### config.mk
export PLATFORM = sky130hd
export DESIGN_NAME = crb_core_regs
export DESIGN_NICKNAME = d
export VERILOG_FILES = /design/src/rtl/crb_core_regs.v
export VERILOG_INCLUDE_DIRS = /design/src /design/src/rtl
export SDC_FILE = /design/constraint.sdc
export NUM_CORES = 1
export LEC_CHECK = 0
export CORE_ASPECT_RATIO = 0.7
export CORE_MARGIN = 2
export CORE_UTILIZATION = 60
export CTS_CLUSTER_SIZE = 28
export DETAILED_ROUTE_END_ITERATION = 6
export DONT_BUFFER_PORTS = 1
export PLACE_DENSITY = 0.8
export SLEW_MARGIN = 40
export SYNTH_ARGS = -nofsm -noshare
export SYNTH_HDL_FRONTEND = slang
export SYNTH_SLANG_ARGS = --single-unit
### constraint.sdc
create_clock -name ref_clk -period 9.22 [get_ports ref_clk]
set_input_delay 0.922 -clock ref_clk [delete_from_list [all_inputs] [get_ports ref_clk]]
set_output_delay 0.922 -clock ref_clk [all_outputs]
set_load 0.1 [all_outputs]
### src/rtl/crb_consts.vh
// Purpose: constants for the core register bank (offsets, fields, resets)
// Assumes: byte-wide registers; printed offsets are word indices on AXI4-Lite
// Notes: byte address on the bus is four times the index
//
// What this block does
// - Indirect data ports access data memory at their 16-bit pointer address.
// - Core registers decode at same low offset in every 0x80 bank, 32 banks.
// - Program counter low byte is readable and writable; a write changes it.
// - Timeout flag bit 4 read-only; set by power-up/clear/sleep, cleared on timeout.
// - Power-down flag bit 3 read-only; set by power-up/clear, cleared by sleep.
// - Zero flag bit 2 set when an add/subtract/logic result is zero, else cleared.
// - Half-carry bit 1 is carry out of bit 3 for add/subtract.
// - Carry bit 0 is carry out of bit 7 for add/subtract.
// - Subtract adds two's complement; rotates load carry from end bit.
// - Power-on reset sets timeout/power-down, clears arithmetic flags; others keep them.
// - Each indirect pointer has separately accessible high and low bytes.
// - Six-bit bank selector supplies upper direct address bits.
// - Seven-bit latch holds upper program counter bits for later transfer.
// - Global enable bit 7 gates every interrupt.
// - Peripheral enable bit 6 gates peripheral interrupts.
// - Bit 0 selects external edge, 1 rising, resets to 1.
// - Interrupt flags set regardless of enables so software can poll.
// - Top-of-stack pair shows the stack entry chosen by the stack pointer.
// - Five-bit stack pointer holds the current stack location.
// - Pointer aimed at an indirect port reads zero and suppresses writes.
`ifndef CRB_CONSTS_VH
`define CRB_CONSTS_VH
`define CRB_IDX_IND0 12'h000
`define CRB_IDX_IND1 12'h001
`define CRB_IDX_PCL 12'h002
`define CRB_IDX_STAT 12'h003
`define CRB_IDX_P0L 12'h004
`define CRB_IDX_P0H 12'h005
`define CRB_IDX_P1L 12'h006
`define CRB_IDX_P1H 12'h007
`define CRB_IDX_BANK 12'h008
`define CRB_IDX_WACC 12'h009
`define CRB_IDX_PCHL 12'h00a
`define CRB_IDX_ICON 12'h00b
`define CRB_IDX_CORE 12'h00c
`define CRB_IDX_SIDX 12'hfed
`define CRB_IDX_STL 12'hfee
`define CRB_IDX_STH 12'hfef
`define CRB_BANK_MASK 12'h07f
`define CRB_BIT_TO 4
`define CRB_BIT_PD 3
`define CRB_BIT_Z 2
`define CRB_BIT_DC 1
`define CRB_BIT_C 0
`define CRB_BIT_GIE 7
`define CRB_BIT_PERIPH_IRQ_ENABLE 6
`define CRB_BIT_EDGE 0
`define CRB_RST_STAT 5'h18
`define CRB_RST_ICON 8'h01
`define CRB_OP_NONE 3'h0
`define CRB_OP_ADD 3'h1
`define CRB_OP_SUB 3'h2
`define CRB_OP_LOGIC 3'h3
`define CRB_OP_RLC 3'h4
`define CRB_OP_RRC 3'h5
`define CRB_RESP_OKAY 2'h0
`define CRB_RESP_SLVERR 2'h2
`endif

### src/rtl/crb_core_regs.v
// Purpose: CPU core register bank reached over AXI4-Lite and the execute core
// Assumes: one clock, synchronous active-high reset; por marks a power-on reset
// Notes: indirect port accesses leave through the memory port, one cycle each
//
// Local design decision: the AXI4-Lite register port.
`timescale 1ns/1ps
`include "crb_consts.vh"
module crb_core_regs #(
  parameter STACK_DEPTH = 16
) (
  input wire ref_clk,
  input wire rst,
  input wire por,
  input wire [14:0] awaddr,
  input wire awvalid,
  output wire awready,
  input wire [31:0] wdata,
  input wire [3:0] wstrb,
  input wire wvalid,
  output wire wready,
  output reg [1:0] bresp,
  output reg bvalid,
  input wire bready,
  input wire [14:0] araddr,
  input wire arvalid,
  output wire arready,
  output reg [31:0] rdata,
  output reg [1:0] rresp,
  output reg rvalid,
  input wire rready,
  input wire [2:0] aluOp,
  input wire [7:0] aluA,
  input wire [7:0] aluB,
  output reg [7:0] aluResult,
  input wire watchdogClearInstr,
  input wire sleepInstr,
  input wire watchdogTimeout,
  output wire [14:0] programCounter,
  output wire [5:0] bankSelector,
  output wire [7:0] workingAccumulator,
  output wire globalIrqEnable,
  output wire periphIrqEnable,
  output wire extIrqEdgeSelect,
  output reg [15:0] memAddr,
  output reg memWrite,
  output reg memRead,
  output reg [7:0] memWdata,
  input wire [7:0] memRdata
);
  // Architectural state
  // Every register here is one byte wide on the bus; the 16-bit pairs are
  // split into low and high bytes at neighbouring indices, low at the even
  // index. Software sees only lane 0 of the 32-bit data word.
  // The execute core owns the arithmetic unit inputs; software owns the
  // register writes. Where both touch the status byte in one cycle, the
  // hardware result wins, since the instruction stream is authoritative.
  reg [7:0] pcLow_q;
  reg [6:0] pcHigh_q;
  reg [6:0] pcLatch_q;
  reg [4:0] status_q;
  reg [15:0] ptr0_q;
  reg [15:0] ptr1_q;
  reg [5:0] bank_q;
  reg [7:0] wacc_q;
  reg [7:0] icon_q;
  reg [4:0] sidx_q;
  reg [15:0] stack_q [0:STACK_DEPTH-1];
  // Bus sequencing
  reg awHeld_q;
  reg wHeld_q;
  reg [11:0] awIdx_q;
  reg [7:0] wByte_q;
  reg wLane_q;
  reg rdWait_q;
  integer i;

  // Address taken and data taken independently; response when both held
  // Each channel is refused while its item is held or a response stands,
  // so at most one write is in flight. A master that parks its valid on a
  // channel after the handshake would start a second write once the
  // response is taken; the master must drop valid at the taking edge.
  // Reads are independent of writes, but an indirect read in the cycle of an
  // indirect memory write raises no read strobe; a read and a write at the
  // same register index in one cycle see the old value on the read side.
  assign awready = !awHeld_q && !bvalid;
  assign wready = !wHeld_q && !bvalid;
  assign arready = !rvalid && !rdWait_q;
  wire doWrite = awHeld_q && wHeld_q && !bvalid;
  wire doRead = arvalid && arready;
  wire [11:0] arIdx = araddr[13:2];

  // Fold banked indices so core registers repeat every 0x80
  // Only the twelve core indices alias; the stack registers sit at fixed
  // high indices and are not repeated. Anything else reads zero.
  function [11:0] foldIdx;
    input [11:0] idx;
    begin
      if ((idx & `CRB_BANK_MASK) < `CRB_IDX_CORE)
        foldIdx = idx & `CRB_BANK_MASK;
      else
        foldIdx = idx;
    end
  endfunction

  // Pointer aimed at a port itself, in any bank
  // Only the banked region (top three bits clear) can hold a port; the
  // linear and program regions never map back onto the ports.
  function isPort;
    input [15:0] a;
    begin
      isPort = (a[15:13] == 3'h0) && ((a[6:0] == 7'h00) || (a[6:0] == 7'h01));
    end
  endfunction

  wire [11:0] wIdx = foldIdx(awIdx_q);
  wire [11:0] rIdx = foldIdx(arIdx);
  wire wrHit = doWrite && wLane_q;
  wire [4:0] sAddr = (sidx_q < STACK_DEPTH) ? sidx_q : 5'h00;
  wire [15:0] stackTop = stack_q[sAddr[3:0]];

  // Arithmetic unit: subtract is add of two's complement
  // The carry out of a subtract is therefore an inverted borrow: set when
  // no borrow occurred. The nibble sum gives the half carry the same way.
  // Rotates consume the stored carry, so their result depends on history.
  reg [8:0] sum;
  reg [4:0] nib;
  reg [7:0] opB;
  reg cIn;
  always @* begin
    opB = (aluOp == `CRB_OP_SUB) ? ~aluB : aluB;
    cIn = (aluOp == `CRB_OP_SUB);
    sum = {1'b0, aluA} + {1'b0, opB} + {8'h00, cIn};
    nib = {1'b0, aluA[3:0]} + {1'b0, opB[3:0]} + {4'h0, cIn};
    case (aluOp)
      `CRB_OP_ADD, `CRB_OP_SUB: aluResult = sum[7:0];
      `CRB_OP_RLC: aluResult = {aluA[6:0], status_q[`CRB_BIT_C]};
      `CRB_OP_RRC: aluResult = {status_q[`CRB_BIT_C], aluA[7:1]};
      default: aluResult = aluA & aluB;
    endcase
  end

  // Status flags; hardware events beat software writes to writable bits
  // A reset without the power-on qualifier keeps every flag, so software
  // can tell a timeout reset from a cold start by reading the timeout bit.
  // Timeout and power-down bits cannot be written from the bus.
  always @(posedge ref_clk) begin
    if (rst && por) begin
      status_q <= `CRB_RST_STAT;
    end else if (rst) begin
      status_q[`CRB_BIT_TO] <= status_q[`CRB_BIT_TO];
    end else begin
      if (wrHit && wIdx == `CRB_IDX_STAT)
        status_q[2:0] <= wByte_q[2:0];
      if (aluOp == `CRB_OP_ADD || aluOp == `CRB_OP_SUB) begin
        status_q[`CRB_BIT_Z] <= (sum[7:0] == 8'h00);
        status_q[`CRB_BIT_DC] <= nib[4];
        status_q[`CRB_BIT_C] <= sum[8];
      end else if (aluOp == `CRB_OP_LOGIC) begin
        status_q[`CRB_BIT_Z] <= ((aluA & aluB) == 8'h00);
      end else if (aluOp == `CRB_OP_RLC) begin
        status_q[`CRB_BIT_C] <= aluA[7];
      end else if (aluOp == `CRB_OP_RRC) begin
        status_q[`CRB_BIT_C] <= aluA[0];
      end
      // Timeout wins over clear so a timeout is never lost
      if (watchdogTimeout)
        status_q[`CRB_BIT_TO] <= 1'b0;
      else if (watchdogClearInstr || sleepInstr)
        status_q[`CRB_BIT_TO] <= 1'b1;
      if (sleepInstr)
        status_q[`CRB_BIT_PD] <= 1'b0;
      else if (watchdogClearInstr)
        status_q[`CRB_BIT_PD] <= 1'b1;
    end
  end

  // Software-visible registers
  // The upper program counter bits move only on a low-byte write, so a
  // latch write alone never disturbs the running program.
  // The stack window follows the index at once; an index beyond the depth
  // falls back to entry zero rather than reading undriven storage.
  always @(posedge ref_clk) begin
    if (rst) begin
      pcLow_q <= 8'h00;
      pcHigh_q <= 7'h00;
      pcLatch_q <= 7'h00;
      ptr0_q <= 16'h0000;
      ptr1_q <= 16'h0000;
      bank_q <= 6'h00;
      wacc_q <= 8'h00;
      icon_q <= `CRB_RST_ICON;
      sidx_q <= 5'h00;
      for (i = 0; i < STACK_DEPTH; i = i + 1)
        stack_q[i] <= 16'h0000;
    end else if (wrHit) begin
      case (wIdx)
        `CRB_IDX_PCL: begin
          pcLow_q <= wByte_q;
          pcHigh_q <= pcLatch_q;
        end
        `CRB_IDX_P0L: ptr0_q[7:0] <= wByte_q;
        `CRB_IDX_P0H: ptr0_q[15:8] <= wByte_q;
        `CRB_IDX_P1L: ptr1_q[7:0] <= wByte_q;
        `CRB_IDX_P1H: ptr1_q[15:8] <= wByte_q;
        `CRB_IDX_BANK: bank_q <= wByte_q[5:0];
        `CRB_IDX_WACC: wacc_q <= wByte_q;
        `CRB_IDX_PCHL: pcLatch_q <= wByte_q[6:0];
        `CRB_IDX_ICON: icon_q <= wByte_q & 8'hc1;
        `CRB_IDX_SIDX: sidx_q <= wByte_q[4:0];
        `CRB_IDX_STL: stack_q[sAddr[3:0]][7:0] <= wByte_q;
        `CRB_IDX_STH: stack_q[sAddr[3:0]][15:8] <= wByte_q;
        default: pcLow_q <= pcLow_q;
      endcase
    end
  end

  // Enables drive the interrupt controller outside; flags live there
  assign globalIrqEnable = icon_q[`CRB_BIT_GIE];
  assign periphIrqEnable = icon_q[`CRB_BIT_PERIPH_IRQ_ENABLE];
  assign extIrqEdgeSelect = icon_q[`CRB_BIT_EDGE];
  assign programCounter = {pcHigh_q, pcLow_q};
  assign bankSelector = bank_q;
  assign workingAccumulator = wacc_q;

  // Indirect access target; concern flags held elsewhere
  wire wIsInd = (wIdx == `CRB_IDX_IND0) || (wIdx == `CRB_IDX_IND1);
  wire rIsInd = (rIdx == `CRB_IDX_IND0) || (rIdx == `CRB_IDX_IND1);
  wire [15:0] wPtr = (wIdx == `CRB_IDX_IND1) ? ptr1_q : ptr0_q;
  wire [15:0] rPtr = (rIdx == `CRB_IDX_IND1) ? ptr1_q : ptr0_q;
  reg rdZero_q;

  // Memory port strobes, one cycle, data from flip-flops
  // The write strobe follows the bus write by one cycle; the read strobe
  // is raised in the cycle before the bus answer, and the memory must
  // return its data within that cycle. A self-aimed access raises no
  // strobe at all and answers zero, so memory is never disturbed.
  always @(posedge ref_clk) begin
    if (rst) begin
      memAddr <= 16'h0000;
      memWrite <= 1'b0;
      memRead <= 1'b0;
      memWdata <= 8'h00;
      rdZero_q <= 1'b0;
    end else begin
      memWrite <= 1'b0;
      memRead <= 1'b0;
      if (wrHit && wIsInd && !isPort(wPtr)) begin
        memAddr <= wPtr;
        memWrite <= 1'b1;
        memWdata <= wByte_q;
      end else if (doRead && rIsInd) begin
        memAddr <= rPtr;
        memRead <= !isPort(rPtr);
        rdZero_q <= isPort(rPtr);
      end
    end
  end

  // Register read mux; unmapped reads as zero with OKAY
  // Reserved bits of every register read as zero; the ports themselves
  // have no storage and are answered through the memory path instead.
  reg [7:0] rByte;
  always @* begin
    case (rIdx)
      `CRB_IDX_PCL: rByte = pcLow_q;
      `CRB_IDX_STAT: rByte = {3'h0, status_q};
      `CRB_IDX_P0L: rByte = ptr0_q[7:0];
      `CRB_IDX_P0H: rByte = ptr0_q[15:8];
      `CRB_IDX_P1L: rByte = ptr1_q[7:0];
      `CRB_IDX_P1H: rByte = ptr1_q[15:8];
      `CRB_IDX_BANK: rByte = {2'h0, bank_q};
      `CRB_IDX_WACC: rByte = wacc_q;
      `CRB_IDX_PCHL: rByte = {1'b0, pcLatch_q};
      `CRB_IDX_ICON: rByte = icon_q;
      `CRB_IDX_SIDX: rByte = {3'h0, sidx_q};
      `CRB_IDX_STL: rByte = stackTop[7:0];
      `CRB_IDX_STH: rByte = stackTop[15:8];
      default: rByte = 8'h00;
    endcase
  end

  // Write channel capture and response
  // Lane 0 carries the byte; a write with that lane off is answered OKAY
  // and changes nothing, which keeps partial-word writes harmless.
  // The response is always OKAY: there are no error cases to report.
  always @(posedge ref_clk) begin
    if (rst) begin
      awHeld_q <= 1'b0;
      wHeld_q <= 1'b0;
      awIdx_q <= 12'h000;
      wByte_q <= 8'h00;
      wLane_q <= 1'b0;
      bvalid <= 1'b0;
      bresp <= `CRB_RESP_OKAY;
    end else begin
      if (awvalid && awready) begin
        awHeld_q <= 1'b1;
        awIdx_q <= awaddr[13:2];
      end
      if (wvalid && wready) begin
        wHeld_q <= 1'b1;
        wByte_q <= wdata[7:0];
        wLane_q <= wstrb[0]; // Only lane 0 carries register bits
      end
      if (doWrite) begin
        awHeld_q <= 1'b0;
        wHeld_q <= 1'b0;
        bvalid <= 1'b1;
        bresp <= `CRB_RESP_OKAY;
      end else if (bvalid && bready) begin
        bvalid <= 1'b0;
      end
    end
  end

  // Read channel; indirect reads wait one cycle for memory data
  // Direct reads answer one cycle after the address is taken, indirect
  // reads two; the address channel stays refused until the answer is
  // taken, so read data can never be overwritten before it is seen.
  // Holding rdata in flip-flops costs a cycle but keeps the bus output
  // free of the memory's combinational path.
  always @(posedge ref_clk) begin
    if (rst) begin
      rvalid <= 1'b0;
      rdata <= 32'h00000000;
      rresp <= `CRB_RESP_OKAY;
      rdWait_q <= 1'b0;
    end else if (doRead && rIsInd) begin
      rdWait_q <= 1'b1;
    end else if (rdWait_q) begin
      rdWait_q <= 1'b0;
      rvalid <= 1'b1;
      rresp <= `CRB_RESP_OKAY;
      rdata <= {24'h000000, rdZero_q ? 8'h00 : memRdata};
    end else if (doRead) begin
      rvalid <= 1'b1;
      rresp <= `CRB_RESP_OKAY;
      rdata <= {24'h000000, rByte};
    end else if (rvalid && rready) begin
      rvalid <= 1'b0;
    end
  end
endmodule // crb_core_regs
## Word level (Yosys, flattened, before mapping)

Memories as Yosys holds them, arrays and structs flattened.
Index checks and enable logic that the tools add are counted.

| word-level totals | value |
|---|---|
| bits in writable memories | 256 |
| input port bits | 104 |
| flip-flop bits (word level) | 168 |
| logic and storage cells | 194 |
| output and inout bits | 107 |
| memories kept | 1 |

Memory list:

| name | depth | width | rd ports | clocked after memory_dff | wr ports | RTL line | source |
|---|---|---|---|---|---|---|---|
| stack_q | 16 | 16 | 1 | 0 | 16 | crb_core_regs.v:67 | `reg [15:0] stack_q [0:STACK_DEPTH-1];` |

| cells by class | value |
|---|---|
| muxes and demuxes | 47 |
| bitwise logic cells | 5 |
| reductions and logical operators | 68 |
| add/subtract/negate cells | 4 |
| magnitude comparators | 3 |
| equal/unequal tests | 35 |

Operators by type and width:

| cell | number |
|---|---|
| 8-bit one-hot mux with 13 select lines | 1 |
| 12-bit by 3-bit equality test with 1-bit output, second input constant | 8 |
| 12-bit by 4-bit equality test with 1-bit output, second input constant | 8 |
| 16-bit two-way mux | 5 |
| 12-bit equality test, second input constant | 6 |
| 32-bit two-way mux | 2 |
| 12-bit by 2-bit equality test with 1-bit output, second input constant | 4 |
| 2-bit AND reduction | 17 |
| 1-bit two-way mux | 28 |
| 12-bit by 1-bit equality test with 1-bit output, second input constant | 2 |
| 12-bit zero test | 2 |
| 12-bit two-way mux | 2 |
| 8-bit one-hot mux with 3 select lines | 1 |
| 1-bit logical AND | 18 |
| 8-bit zero test | 2 |
| 8-bit two-way mux | 2 |
| 16-bit OR reduction | 1 |
| 7-bit by 1-bit equality test with 1-bit output, second input constant | 2 |
| 7-bit zero test | 2 |
| 7-bit by 4-bit less-than comparator with 1-bit output, second input constant | 2 |
| 2-bit nonzero test | 6 |
| 8-bit by 8-bit adder with 9-bit output | 1 |
| 9-bit by 1-bit adder with 9-bit output | 1 |
| 8-bit bitwise AND | 1 |
| 17 further kinds | 38 |

## Longest topological paths before layout

| logic depth | value |
|---|---|
| depth after elaboration | 11 |
| gate-level depth with buffers | 11 |

## Worst setup path after synthesis

Ideal clock, no wire load.

| timing path | value |
|---|---|
| path kind | input port to output port |
| start point | input port aluOp[0] |
| end point | output port aluResult[6] |
| path slack | 3,570 ps |
| required time | 8,298 ps |
| stages | 10 |
| arrival | 4,728 ps |
| path through | clkbuf_1 -> buf_1 -> nor2_1 -> xor2_1 -> ha_1 -> a21oi_1 -> a21boi_0 -> o311ai_0 -> o211ai_1 -> o221ai_1 |

| on the way | value |
|---|---|
| longest elaborated chain between the ends | 5 |

RTL lines:

| element | RTL line | source |
|---|---|---|
| start, declared | crb_core_regs.v:31 | `input wire [2:0] aluOp,` |
| 3-bit by 2-bit equality test with 1-bit output | crb_core_regs.v:134 | `case (aluOp)` |
| 8-bit two-way mux | crb_core_regs.v:130 | `` opB = (aluOp == `CRB_OP_SUB) ? ~aluB : aluB; `` |
| 8-bit by 8-bit adder with 9-bit output | crb_core_regs.v:132 | `sum = {1'b0, aluA} + {1'b0, opB} + {8'h00, cIn};` |
| 9-bit by 1-bit adder with 9-bit output | crb_core_regs.v:132 |  |
| 8-bit one-hot mux with 3 select lines (*) | crb_core_regs.v:134 |  |
| end, declared | crb_core_regs.v:34 | `output reg [7:0] aluResult,` |

Every way passes the cells marked *; elsewhere a longest branch is shown, timed or not.

## Worst setup path in the final report

| timing path | value |
|---|---|
| start point | input port aluOp[2] |
| end point | output port aluResult[5] |

The elaborated chain is that of the path after synthesis.

==> impl_metrics.json <==
{
  "status": "finished clean",
  "end_kind": "output pin",
  "worstSkewPairLatency_ns": 0.56,
  "routed.top_layer": "met4",
  "cts.sinks": 398,
  "fp.dieH_um": 157,
  "portBuffers": 0,
  "grtUsageTotal": 0.339,
  "dieArea_mm2": 0.0348,
  "areaGrowthSynthToFinish_pct": 7.27,
  "cts-buffers-inserted": 39,
  "ir_drop_mv": 0.165,
  "fin_setup_tns_ns": 0,
  "maxCapViolCount": 0,
  "routed_wl_um": 59300,
  "cts_root_buf": "clkbuf_16",
  "crit_required_ns": 8.30,
  "avgSynthCellArea_um2": 10.5,
  "yosysMostFrequentCell": "edfxtp_1",
  "slew_viol_final": 0,
  "max_stage_delay_ns": 0.61,
  "synth-seq-area-share": 0.528,
  "path_max_fanout": 7,
  "h-tree-depth": 2,
  "yosysTopAreaCellShare": 0.385,
  "power.density_mw_per_mm2": 181,
  "grt_setup_unrepaired": "false",
  "fmax_mhz": 206,
  "wl_met1_um": 24300,
  "drtIter0Drc": 2386,
  "grt_max_degree": 145,
  "yosys.area.top_type": "edfxtp_1",
  "synth_edf_count": 256,
  "cts_tree": "built",
  "die_w_um": 222,
  "globalplace.congestion": 0.955,
  "layout_worst_path_cycle_share": 0.527,
  "wl_met3_um": 8110,
  "final_antenna_net_count": 0,
  "wire_per_inst_um": 26.0,
  "core_mm2": 0.0326,
  "p_leak_nw": 7.75,
  "grt_pass1_vias": 14400,
  "cts_resized": 0,
  "antenna_found_initial": 0,
  "vias": 15300,
  "n_fill_cell": 2535,
  "cp_cell_sequence": "nand2b_1 -> nor2_1 -> xor2_1 -> ha_1 -> o21a_1 -> o22ai_1 -> nor3_1 -> a311oi_1 -> o221ai_4",
  "synth_commonest_cells": "256 x edfxtp_1, 230 x and2_1, 165 x nand2_1, 160 x nor2_1",
  "hp-class": "in2reg",
  "async_flop_share": 0,
  "drtPass1Iterations": 6,
  "synth_seq_cells": 398,
  "final_util": 0.658,
  "num_io_pins": 211,
  "startpoint_type": "primary input",
  "seq_area_mm2": 0.0106,
  "synthTopCellsByArea": "edfxtp_1 39%, dfxtp_1 14%, and2_1 7.2%",
  "synth_area_mm2": 0.0200,
  "diodes": 0,
  "routed_via_density": 6.71,
  "nNetsFinal": 1941,
  "placementRows": 55,
  "slew_headroom": 0.408,
  "tightest_slew_ns": 0.881,
  "timing.final.crit_period_ns": 4.86,
  "place_hpwl_um": 39900,
  "ys_warn_count": 0,
  "yosysUniqueCellTypes": 91,
  "cts_hold_buf": 0,
  "initial_core_util": 0.613,
  "whs_ns": 0.449,
  "cts_setup_buffers": 0,
  "synthCells": 1907,
  "cpMaxStageDelayCell": "nor2_1",
  "drc": 0,
  "multiInputGateArea_mm2": 0.00879,
  "dr_wl_met2_um": 25300,
  "setup_viol": 0,
  "skew_ns": 0.0269,
  "cts_buffer_depth": 3,
  "grt_remaining_overflow": 0,
  "drive_above_1_share": 0.124,
  "grt_pass1_wl_um": 88700,
  "arrival_ns": 3.94,
  "hold_violations": 0,
  "path_clk_slew_ns": 0.06,
  "synth-main-ff-cell": "edfxtp_1",
  "critPathKind": "in2out"
}
flip-flops by register name, indices dropped and copies added, names as in the netlist, 3 cells and up:
register,flops
memAddr,16
bankSelector,6
awIdx_q,12
icon_q,3
rdata,8
ptr0_q,16
memWdata,8
pcLow_q,8
stack_q,256
pcLatch_q,7
status_q,5
workingAccumulator,8
pcHigh_q,7
ptr1_q,16
wByte_q,8
sidx_q,5
through the flow:
stage | std cells | worst slack (ns) | power [W] | cell area [um^2]
after global routing | 2282 | 4.26 | 0.00397 | 21400
after detailed placement | 2214 | 4.40 | 0.00234 | 20200
final | 2282 | 4.36 | 0.00388 | 21400
after CTS | 2282 | 4.40 | 0.00387 | 21400
after global placement | 2214 | 4.27 | 0.00233 | 20000
after floorplan | 1934 | 3.57 | 0.00228 | 20100
layout make-up:
type,count,area share
Tap cell,427,0.0250
Clock inverter,16,0.00655
Sequential cell,398,0.496
Multi-Input combinational cell,1347,0.410
Timing Repair Buffer,24,0.00842
Clock buffer,52,0.0501
Inverter,18,0.00333
path summary, 6_finish.rpt:
path / from / end / slack (ns) / cells after the start
setup / recovery: aluOp[2] / aluResult[5] / 4.36 / 9
hold reg to reg: wByte_q[4] / wByte_q[4] / 0.46 / 2
setup reg to reg: bvalid / stack_q[11][10] / 5.50 / 5
hold / removal: rst / rvalid / 0.45 / 1
cells by family (layout without fill, tap and decap cells):
group                      Yosys count  count (layout)  share of synthesized area
buffers and inverters              189             110                     0.0458
other                                1              28                   0.000188
adders and majority gates            9               9                    0.00602
muxes                              163             163                     0.0864
DFF                                398             398                      0.528
AOI/OAI and AO/OA                  367             367                      0.127
and+or+nand+nor                    769             769                      0.202
xor gates and xnor gates            11              11                    0.00483
per-layer routing:
layer	GRT usage	vias to the layer above
li1	-	6708
met1	0.479	7518
met2	0.502	961
met3	0.109	125
met4	0.0968	0
met5	0	-
layout by cell type (no fill, tap or decap), drive strengths merged, types with 7 or more instances in the layout:
cell type / instances
a2111oi: 12
o2bb2ai: 8
and3: 12
conb: 28
a2bb2oi: 14
nor2: 166
buf: 24
a211oi: 16
mux2i: 142
a32oi: 7
o211ai: 16
a21o: 10
inv: 17
clkinv: 14
a22o: 18
dfxtp: 142
xor2: 9
nor3b: 12
nor2b: 16
or2: 11
nand4: 10
nor4: 12
nand3: 37
o221ai: 14
nand2: 166
ha: 8
clkbuf: 52
a21oi: 87
nor3: 52
edfxtp: 256
mux2: 15
o22ai: 32
and2: 231
nand2b: 18
a22oi: 12
o21ai: 63
power breakdown:
part           switching (W)  total, W  internal (W)
sequential         0.0000513   0.00199       0.00194
clock               0.000695   0.00157      0.000876
combinational       0.000246  0.000318     0.0000720
worst max-delay path, delay by kind of cell:
family	cells	cell delay [ns]
simple gates	3	0.86
xor+xnor	1	0.29
fa+ha+maj	1	0.28
compound gates	4	1.57
(Power assumes the default switching activity.)
